### config.mk
export PLATFORM = sky130hd
export DESIGN_NAME = generic_clock_div_config
export DESIGN_NICKNAME = d
export VERILOG_FILES = /design/src/hw/generic_clock_div_pkg.sv /design/src/hw/gen_clock_divider.sv /design/src/hw/generic_clock_div_config.sv
export VERILOG_INCLUDE_DIRS = /design/src /design/src/hw
export SDC_FILE = /design/constraint.sdc
export NUM_CORES = 2
export LEC_CHECK = 0
export BUFFER_PORTS_ARGS = -buffer_cell sky130_fd_sc_hd__buf_2
export CAP_MARGIN = 40
export CORE_MARGIN = 2
export CORE_UTILIZATION = 55
export CTS_CLUSTER_SIZE = 8
export DETAILED_ROUTE_END_ITERATION = 6
export GPL_ROUTABILITY_DRIVEN = 0
export PLACE_DENSITY = 0.71
export SLEW_MARGIN = 15
export SYNTH_ARGS = -nofsm -noshare
export SYNTH_HDL_FRONTEND = slang
export SYNTH_HIERARCHICAL = 1
export SYNTH_SLANG_ARGS = --single-unit
### constraint.sdc
create_clock -name sys_clk -period 11.3 [get_ports sys_clk]
set_clock_uncertainty 0.2 [all_clocks]
set_input_delay 1.695 -clock sys_clk [delete_from_list [all_inputs] [get_ports sys_clk]]
set_output_delay 1.695 -clock sys_clk [all_outputs]
set_load 0.03 [all_outputs]
### src/hw/generic_clock_div_map.svh
// Register offsets, field positions, reset values and masks of the clock divider block.
`ifndef GENERIC_CLOCK_DIV_MAP_SVH
`define GENERIC_CLOCK_DIV_MAP_SVH

`define OFF_GEN_CTRL 12'h004
`define OFF_GEN_DIV 12'h008
`define OFF_GEN_PROT 12'h00C

`define IDX_LSB 0
`define IDX_MSB 3
`define DIV_LSB 8
`define DIV_MSB 23
`define CTRL_GENEN_BIT 16
`define CTRL_DIVIDE_MODE_SELECT_BIT 20
`define CTRL_WMASK 32'h003F_1F0F

`define NUM_GEN 8
`define DIV_MASK_G1 16'hFFFF
`define DIV_MASK_G2 16'h001F
`define DIV_MASK_STD 16'h00FF

`define CTRL_RST_G0 32'h0001_0600
`define CTRL_RST_G2 32'h0001_0302
`define DIV_RST 16'h0000

`endif

### src/hw/generic_clock_div_pkg.sv
// Types shared by the clock divider configuration block.
package generic_clock_div_pkg;

  typedef struct packed {
    logic psel;
    logic penable;
    logic pwrite;
    logic [11:0] paddr;
    logic [31:0] pwdata;
  } apb_req_t;

  typedef struct packed {
    logic [7:0][31:0] ctrl;
    logic [7:0][15:0] div;
    logic [3:0] div_idx;
    logic [3:0] ctrl_idx;
    logic [7:0] prot_rtc;
    logic [7:0] prot_lock;
    logic [31:0] rdata;
  } cfg_state_t;

  typedef struct packed {
    logic [31:0] cnt;
    logic tick;
  } div_state_t;

  typedef enum logic [1:0] {
    REG_NONE,
    REG_CTRL,
    REG_DIV,
    REG_PROT
  } reg_sel_t;

endpackage : generic_clock_div_pkg

### src/hw/gen_clock_divider.sv
// One clock generator divider stage working on source ticks.
`timescale 1ns/100ps
`include "generic_clock_div_map.svh"

module gen_clock_divider (
  input wire logic sys_clk,
  input wire logic rst,
  input wire logic enable,
  input wire logic divide_mode_select,
  input wire logic [15:0] factor,
  input wire logic src_tick,
  output logic gen_tick
);
  import generic_clock_div_pkg::*;

  div_state_t state_r;
  div_state_t state_nxt;
  logic [31:0] term;

  // Terminal count is one less than the number of source ticks per output tick.
  function automatic logic [31:0] terminal(input logic [15:0] f, input logic dsel);
    logic [31:0] t;
    t = 32'h0000_0000;
    if (dsel) begin
      if (f >= 16'h001F) begin
        t = 32'hFFFF_FFFF;
      end else begin
        t = (32'h0000_0001 << (f[4:0] + 5'h01)) - 32'h0000_0001;
      end
    end else if (f > 16'h0001) begin
      t = {16'h0000, f} - 32'h0000_0001;
    end
    return t;
  endfunction : terminal

  assign term = terminal(factor, divide_mode_select); // [RULE_10]

  always_comb begin
    state_nxt = state_r;
    state_nxt.tick = 1'b0;
    if (!enable) begin
      state_nxt.cnt = 32'h0000_0000;
    end else if (src_tick) begin
      if (state_r.cnt >= term) begin
        state_nxt.cnt = 32'h0000_0000;
        state_nxt.tick = 1'b1;
      end else begin
        state_nxt.cnt = state_r.cnt + 32'h0000_0001;
      end
    end
  end

  always_ff @(posedge sys_clk) begin
    if (rst) begin
      state_r <= '0;
    end else begin
      state_r <= state_nxt;
    end
  end

  assign gen_tick = state_r.tick;
endmodule : gen_clock_divider

### src/hw/generic_clock_div_config.sv
// Generator division and control registers with power and user reset handling.
`timescale 1ns/100ps
`include "generic_clock_div_map.svh"

////////////////////////////////////////////////////////////////////////////////
// What this block does
// [RULE_01] The division register holds a 16-bit factor in bits 23:8 and a generator index in 3:0.
// [RULE_02] Generator 0 has 8 factor bits, generator 1 has 16, generator 2 has 5, the rest 8.
// [RULE_03] Written factor bits above a generator's width are dropped.
// [RULE_04] A written factor goes to the indexed generator 0-7; indices 8-15 do nothing.
// [RULE_05] A power reset restores every generator's division setting, protected or not.
// [RULE_06] A user reset restores a nonzero generator only when it feeds no locked or RTC clock.
// [RULE_07] After power reset the division register reads n for index n, zero factor.
// [RULE_08] After user reset generator 0 reads zero and others read n or keep when protected.
// [RULE_09] A user reset sets unprotected control 2 to 0x00010302 and 3-7 to their index.
// [RULE_10] Output is source over factor, or over two to the factor plus one with mode select.
// [RULE_11] Software wanting no division clears mode select and programs a factor of 0 or 1.
// [RULE_12] A write of the index also stores its factor field; a read returns the indexed generator's stored factor.
module generic_clock_div_config (
  input wire logic sys_clk,
  input wire logic rst,
  input wire logic user_rst,
  input generic_clock_div_pkg::apb_req_t apb_req,
  output logic [31:0] prdata,
  output logic pready,
  output logic pslverr,
  input wire logic [7:0] src_tick,
  output logic [7:0] gen_tick
);
  import generic_clock_div_pkg::*;

  cfg_state_t state_r;
  cfg_state_t state_nxt;
  reg_sel_t sel;
  logic wr_en;
  logic rd_setup;
  logic [7:0] prot;

  ////////////////////////////////////////////////////////////////////////////////

  // Implemented factor bits per generator.
  function automatic logic [15:0] div_mask(input int unsigned g);
    logic [15:0] m;
    m = `DIV_MASK_STD;
    if (g == 1) begin
      m = `DIV_MASK_G1;
    end else if (g == 2) begin
      m = `DIV_MASK_G2;
    end
    return m;
  endfunction : div_mask

  // Control value that a reset restores for a generator.
  function automatic logic [31:0] ctrl_reset(input int unsigned g);
    logic [31:0] v;
    v = 32'(g);
    if (g == 0) begin
      v = `CTRL_RST_G0;
    end else if (g == 2) begin
      v = `CTRL_RST_G2;
    end
    return v;
  endfunction : ctrl_reset

  function automatic reg_sel_t decode(input logic [11:0] a);
    reg_sel_t s;
    s = REG_NONE;
    if (a == `OFF_GEN_CTRL) begin
      s = REG_CTRL;
    end else if (a == `OFF_GEN_DIV) begin
      s = REG_DIV;
    end else if (a == `OFF_GEN_PROT) begin
      s = REG_PROT;
    end
    return s;
  endfunction : decode

  ////////////////////////////////////////////////////////////////////////////////

  assign sel = decode(apb_req.paddr);
  assign wr_en = apb_req.psel && apb_req.penable && apb_req.pwrite;
  assign rd_setup = apb_req.psel && !apb_req.penable;
  assign pready = apb_req.psel && apb_req.penable;
  assign pslverr = pready && (sel == REG_NONE);
  assign prdata = state_r.rdata;
  assign prot = state_r.prot_rtc | state_r.prot_lock;

  always_comb begin
    logic [3:0] id;
    id = apb_req.pwdata[`IDX_MSB:`IDX_LSB];
    state_nxt = state_r;
    if (rd_setup) begin
      state_nxt.rdata = 32'h0000_0000;
      if (sel == REG_DIV) begin
        state_nxt.rdata = {8'h00, 16'h0000, 4'h0, state_r.div_idx}; // [RULE_07]
        if (!state_r.div_idx[3]) begin
          state_nxt.rdata[`DIV_MSB:`DIV_LSB] = state_r.div[state_r.div_idx[2:0]]; // [RULE_12]
        end
      end else if (sel == REG_CTRL) begin
        state_nxt.rdata = {28'h000_0000, state_r.ctrl_idx};
        if (!state_r.ctrl_idx[3]) begin
          state_nxt.rdata = {state_r.ctrl[state_r.ctrl_idx[2:0]][31:4], state_r.ctrl_idx};
        end
      end else if (sel == REG_PROT) begin
        state_nxt.rdata = {16'h0000, state_r.prot_lock, state_r.prot_rtc};
      end
    end
    if (wr_en) begin
      if (sel == REG_DIV) begin
        state_nxt.div_idx = id; // [RULE_01]
        for (int g = 0; g < `NUM_GEN; g++) begin
          if (id == 4'(g)) begin
            // [RULE_03]
            state_nxt.div[g] = apb_req.pwdata[`DIV_MSB:`DIV_LSB] & div_mask(g); // [RULE_02] [RULE_04]
          end
        end
      end else if (sel == REG_CTRL) begin
        state_nxt.ctrl_idx = id;
        if (!id[3]) begin
          state_nxt.ctrl[id[2:0]] = (apb_req.pwdata & `CTRL_WMASK) | {28'h000_0000, id};
        end
      end else if (sel == REG_PROT) begin
        state_nxt.prot_rtc = apb_req.pwdata[7:0];
        state_nxt.prot_lock = apb_req.pwdata[15:8];
      end
    end
    // A user reset beats a write in the same cycle except to a protected generator 1-7; the protection map survives it.
    if (user_rst) begin
      state_nxt.div_idx = 4'h0;
      state_nxt.ctrl_idx = 4'h0;
      state_nxt.div[0] = `DIV_RST; // [RULE_08]
      state_nxt.ctrl[0] = `CTRL_RST_G0;
      for (int g = 1; g < `NUM_GEN; g++) begin
        if (!prot[g]) begin
          state_nxt.div[g] = `DIV_RST; // [RULE_06] [RULE_08]
          state_nxt.ctrl[g] = ctrl_reset(g); // [RULE_09]
        end
      end
    end
  end

  always_ff @(posedge sys_clk) begin
    if (rst) begin
      state_r <= '0; // [RULE_05]
      for (int g = 0; g < `NUM_GEN; g++) begin
        state_r.ctrl[g] <= ctrl_reset(g);
      end
    end else begin
      state_r <= state_nxt;
    end
  end

  ////////////////////////////////////////////////////////////////////////////////

  for (genvar g = 0; g < `NUM_GEN; g++) begin : gen_div
    gen_clock_divider u_div (
      .sys_clk(sys_clk),
      .rst(rst),
      .enable(state_r.ctrl[g][`CTRL_GENEN_BIT]),
      .divide_mode_select(state_r.ctrl[g][`CTRL_DIVIDE_MODE_SELECT_BIT]), // [RULE_10]
      .factor(state_r.div[g]),
      .src_tick(src_tick[g]),
      .gen_tick(gen_tick[g])
    );
  end
endmodule : generic_clock_div_config

Word level (Yosys, flattened, before mapping)

Index checks and enable logic that the tools add are counted.

Register bits: 696
Bits in writable memories: 0
Memory bits (read-only): 0
Output and inout port bits: 42
Memories kept: 0
Input bits: 58
Bits in latches: 0
Word-level logic and storage cells: 264

Bitwise operators: 23
Multiply operators: 0
Magnitude comparators: 28
Divide/modulo/power cells: 0
Muxes and demuxes: 93
Add/sub/neg operators: 32
Shift operators: 8
Reduce and logical (&&, ||, !) cells: 30
Equal/unequal tests: 13

Operator list:

| operator                | count |
|---|---|
| $mux W32                | 44 |
| $mux W256               | 3 |
| $mux W408               | 1 |
| $mux W16                | 25 |
| $mux W392               | 1 |
| $add A32 B1 Y32 const B | 8 |
| $bwmux W256             | 1 |
| $ge A32 B32 Y1          | 8 |
| $shl A1 B5 Y32 const A  | 8 |
| $sub A32 B1 Y32 const B | 8 |
| $mux W132               | 1 |
| $sub A16 B1 Y17 const B | 7 |
| $ge A16 B5 Y1 const B   | 7 |
| $gt A16 B1 Y1 const B   | 7 |
| $bmux W32 S3            | 1 |
| $demux W32 S3           | 1 |
| $bmux W16 S3            | 1 |
| $add A5 B1 Y5 const B   | 8 |
| $and A16 B16 Y16        | 2 |
| $eq A12 B4 Y1 const B   | 2 |
| $reduce_or A3 Y1        | 8 |
| $or A22 B4 Y22          | 1 |
| $mux W20                | 1 |
| $not A1 Y1              | 19 |
| 24 further kinds        | 54 |

Logic depth before layout (Yosys ltp)

Word-level depth: 13
Mapped depth: 24
Gate-level depth less buffers: 21

Hierarchy

The synthesis kept the hierarchy.

By module, submodules not included:

| module                                    | cells each | area each (um^2) | times used |
|---|---|---|---|
| gen_clock_divider at gen_div[0].u_div ... | 555        | 4244.1           | 7 |
| generic_clock_div_config                  | 1621       | 16269.4          | 1 |
| gen_clock_divider at gen_div[2].u_div     | 516        | 3877.5           | 1 |

Least setup slack after synthesis

No wires, ideal clock.

Kind: in2out
Start: input port apb_req[43] (netlist bit)
End: output port pslverr
Stages: 4
Path buffers: 1
Required time: 9.405 ns
Arrival: 2.802 ns
Slack: 6.603 ns
Cells stage by stage: nor4_1 nand3_1 buf_2 o21a_1

Cells in the longest elaborated chain, start to end: 6

Ends and longest elaborated chain:

| element                        | RTL line                       | source |
|---|---|---|
| start, declared                | generic_clock_div_config.sv:23 | `input generic_clock_div_pkg::apb_req_t apb_req,` |
| $eq A12 B4 Y1 (no source line) | -                              |  |
| $mux W2                        | generic_clock_div_config.sv:72 | `` end else if (a == `OFF_GEN_PROT) begin `` |
| $mux W2                        | generic_clock_div_config.sv:70 | `` end else if (a == `OFF_GEN_DIV) begin `` |
| $mux W2 (*)                    | generic_clock_div_config.sv:68 | `` if (a == `OFF_GEN_CTRL) begin `` |
| $logic_not A2 Y1 (*)           | generic_clock_div_config.sv:84 | `assign pslverr = pready && (sel == REG_NONE);` |
| $logic_and A1 B1 Y1 (*)        | generic_clock_div_config.sv:84 |  |
| end, declared                  | generic_clock_div_config.sv:26 | `output logic pslverr,` |

Mark *: on every way between the ends. The rest lies on a longest branch, timed or not.

==> reports/results.tsv <==
metric	value	unit
status	complete, no violations	
Mapped Avg Cell Area	8.28	sq um
area of all sequential standard cells	13300	sq um
worst hold margin	0.247	ns
die height	305	um
dominant synthesized flop cell	dfxtp_1	
post-CTS repair timing setup buffer count	0	
number of global-route vias before repair	42100	
first-pass GRT wire length	226000	um
routing usage on met2	46.9	%
layout overhead on the synthesized area	5.98	%
flops & latches, synth	664	
nets	6227	
number of max-cap violations	0	
RSZ-0062 raised after global routing	false	
number of DRC markers after the initial detailed-route iteration	3925	
initial standard-cell utilization of the core	55.5	%
data arrival at the endpoint of the critical path	6.94	ns
met1 routing resource usage after global routing	39.8	%
type of the most critical hold path	reg -> reg	
total negative slack	0	ns
number of buffer cells added on primary ports	91	
yosys warns	6	
fraction of the cycle the final worst path needs	58.1	%
post-route DRC violation count	0	
Core Region	89900	sq um
worst-case clock buffer depth	3	
antenna violations before repair	9	
category of the critical setup timing path	reg -> reg	
sequential share of the synthesized area	26.7	%
peak fanout along the critical path	21	
area occupied by multi-input gates	34100	sq um
cts-stage hold buffer count	0	
count of vias placed by the detailed router	44900	
All-Layer GR Usage	29.2	%
type of origin of the critical path	register	
pin count of the biggest net entering global routing	60	
NetSw	1.18	mW
static leakage	19.9	nW
Filler Cells Inserted	7984	
count of standard-cell rows	110	
Post-synth EDFFs	0	
overflow left after global routing	0	
FMAX	152	MHz
relative contribution of combinational cells to total power	2.7	%
die width	305	um
async set-reset flop share out of synthesis	0	%
worst supply voltage drop on vdd	0.173	mV
power density of the placed cells	96.0	nW/um^2
vias per cell	6.39	
global routing met3 resource utilization	5.18	%
wire per inst	20.0	um
Final Max Slew Viols	0	
clock slew at reported path FFs	0.05	ns
final antenna-violating net count	0	
Hold Fails Final Rpt	0	
final critical delay including setup and external delays	6.56	ns
total standard cell area after synthesis	49900	sq um
total wire length	141000	um
worst slew pin tran	0.972	ns
number of distinct standard cells referenced by the synthesized netlist	112	
TritonCTS clock tree	built	
number of cells upsized or downsized after cts	0	
power share of the sequential group	46.4	%
later-pin clock latency in the skew report	0.69	ns
cell-internal power	3.89	mW
cell count after synthesis	6022	
Worst Setup End Kind	register	
Switching Fraction	23.3	%
share of final-layout standard cells stronger than drive strength 1	12.1	%
total half-perimeter wirelength after legalization and detailed placement	100000	um
number of failing setup endpoints in the final timing report	0	
grt peak-use layer	met2	
I/O Pins	100	
normalized max-slew margin	35.1	%
Clock Sinks	664	
Die ar.	93100	sq um
total clock buffers created by CTS	94	
power share of the clock group	50.9	%
length of the first detailed-routing pass in iterations	6	
Clock Root Buffer	clkbuf_16	
worst path required time	11.68	ns
CTS HTree Levels	3	
==> path summary, 6_finish.rpt <==
check	from	endpoint	slack, ns	cells past startpoint
worst max-delay path	state_r[152]	gen_div[6].u_div/state_r[29]	4.74	20
worst min-delay path	state_r[266]	state_r[266]	0.25	2
worst min register to register	state_r[266]	state_r[266]	0.25	2
worst max register to register	state_r[152]	gen_div[6].u_div/state_r[29]	4.74	20
==> cells in the mapped netlist, types with 21 or more instances <==
cell type,n,area (sq um)
and2_1,65,407
mux2_2,41,462
o31ai_2,24,300
nor2b_1,35,219
nand4_1,122,763
o2111ai_1,21,184
a211oi_1,237,1780
dfxtp_1,664,13300
ha_1,328,4100
or3_1,27,169
o211a_1,29,290
buf_6,32,360
nor2_1,436,1640
o22ai_1,58,363
inv_1,96,360
mux2i_1,105,1050
nand3_1,239,1200
nor3_1,152,761
buf_4,63,473
nor4_1,46,288
and4_1,22,193
o21ai_0,323,1620
mux4_2,72,1620
and3_1,251,1570
buf_1,25,93.8
nor2_2,26,163
xnor2_1,224,1960
nand2_1,724,2720
buf_2,68,340
a21o_1,94,706
a21oi_2,47,412
clkbuf_1,253,950
a22oi_1,26,195
nand2b_1,64,400
xor2_1,184,1610
a31oi_1,25,156
a21oi_1,260,1300
==> kinds of logic after synthesis <==
logic type                 Yosys count  synth area share [%]
AOI/OAI and AO/OA                 1455                  21.4
xor gates and xnor gates           408                  7.17
adders and majority gates          328                  8.23
buffers and inverters              553                  5.33
DFF                                664                  26.7
muxes                              225                  6.44
other                                1               0.00752
and+or+nand+nor                   2388                  24.8
==> power by group through the flow <==
stage	Sequential, mW	Combinational [mW]	Clock, mW
5_1_grt	2.35	0.142	2.72
6_report	2.35	0.135	2.58
3_5_place_dp	2.40	0.130	0
3_3_place_gp	2.40	0.125	0
4_1_cts	2.35	0.130	2.63
2_1_floorplan	2.40	0.0838	0
==> sequential cells by signal, indices dropped and copies added (netlist names), named ones only <==
register	count
state_r	357
gen_div.u_div/state_r	256
prdata	32
gen_div.u_div/gen_tick	8
==> layout make-up <==
type | count | area share (%)
timing repair buffer | 145 | 1.80
sequential | 664 | 25.2
tap | 1176 | 2.78
inverter | 110 | 0.781
multi-input combinational | 4826 | 64.5
clock buffer | 100 | 4.51
clock inverter | 10 | 0.448
antenna | 4 | 0.0189
==> layer usage <==
| layer | routed length, um | share of wire [%] |
|---|---|---|
| met4 | 3840 | 2.7 |
| met2 | 63800 | 45 |
| met1 | 62200 | 44 |
| met5 | 13 | 0.0092 |
| met3 | 11000 | 7.8 |
==> critical path, stage by stage, from the launching register on <==
cell and delay (ns):
dfxtp_1 0.89, ha_1 0.67, or2_1 0.21, o21a_1 0.17
o32ai_1 0.12, nand2_1 0.14, ha_1 0.19, inv_1 0.08
a211oi_4 0.30, nand3_4 0.21, nor4b_4 0.38, mux2i_1 0.25
o221ai_1 0.14, ha_1 0.35, nor2b_1 0.14, o21ai_0 0.23
a21oi_1 0.12, a2111oi_2 0.81, o21ai_2 0.34, buf_8 0.26
a211oi_1 0.24
==> through the flow <==
| step | instances | total power, mW | setup WS, ns | util (%) | area (sq um) |
|---|---|---|---|---|---|
| 2_1_floorplan | 6043 | 2.48 | 6.60 | - | 49900 |
| 3_3_place_gp | 6910 | 2.53 | 4.93 | 55.7 | 50000 |
| 3_5_place_dp | 6920 | 2.53 | 4.84 | 55.8 | 50200 |
| 4_1_cts | 7030 | 5.11 | 4.81 | 58.7 | 52800 |
| 5_1_grt | 7034 | 5.21 | 4.31 | 58.8 | 52800 |
| 6_report | 7035 | 5.07 | 4.74 | 58.8 | 52800 |
==> placed cells by master (no fill, tap or decap), drive strengths merged, types with 48 or more instances in the layout <==
cell type / n
o21ai: 347
clkbuf: 100
nand2b: 64
o22ai: 59
mux2: 48
mux2i: 105
nand2: 732
and3: 251
nor2: 462
mux4: 72
a21o: 101
dfxtp: 664
xor2: 184
nand4: 125
buf: 145
xnor2: 224
nand3: 246
and2: 67
nor3: 175
ha: 328
a21oi: 307
nor4: 59
inv: 96
a211oi: 252
o31ai: 48
Note: power is estimated with default switching activity, not from simulation.
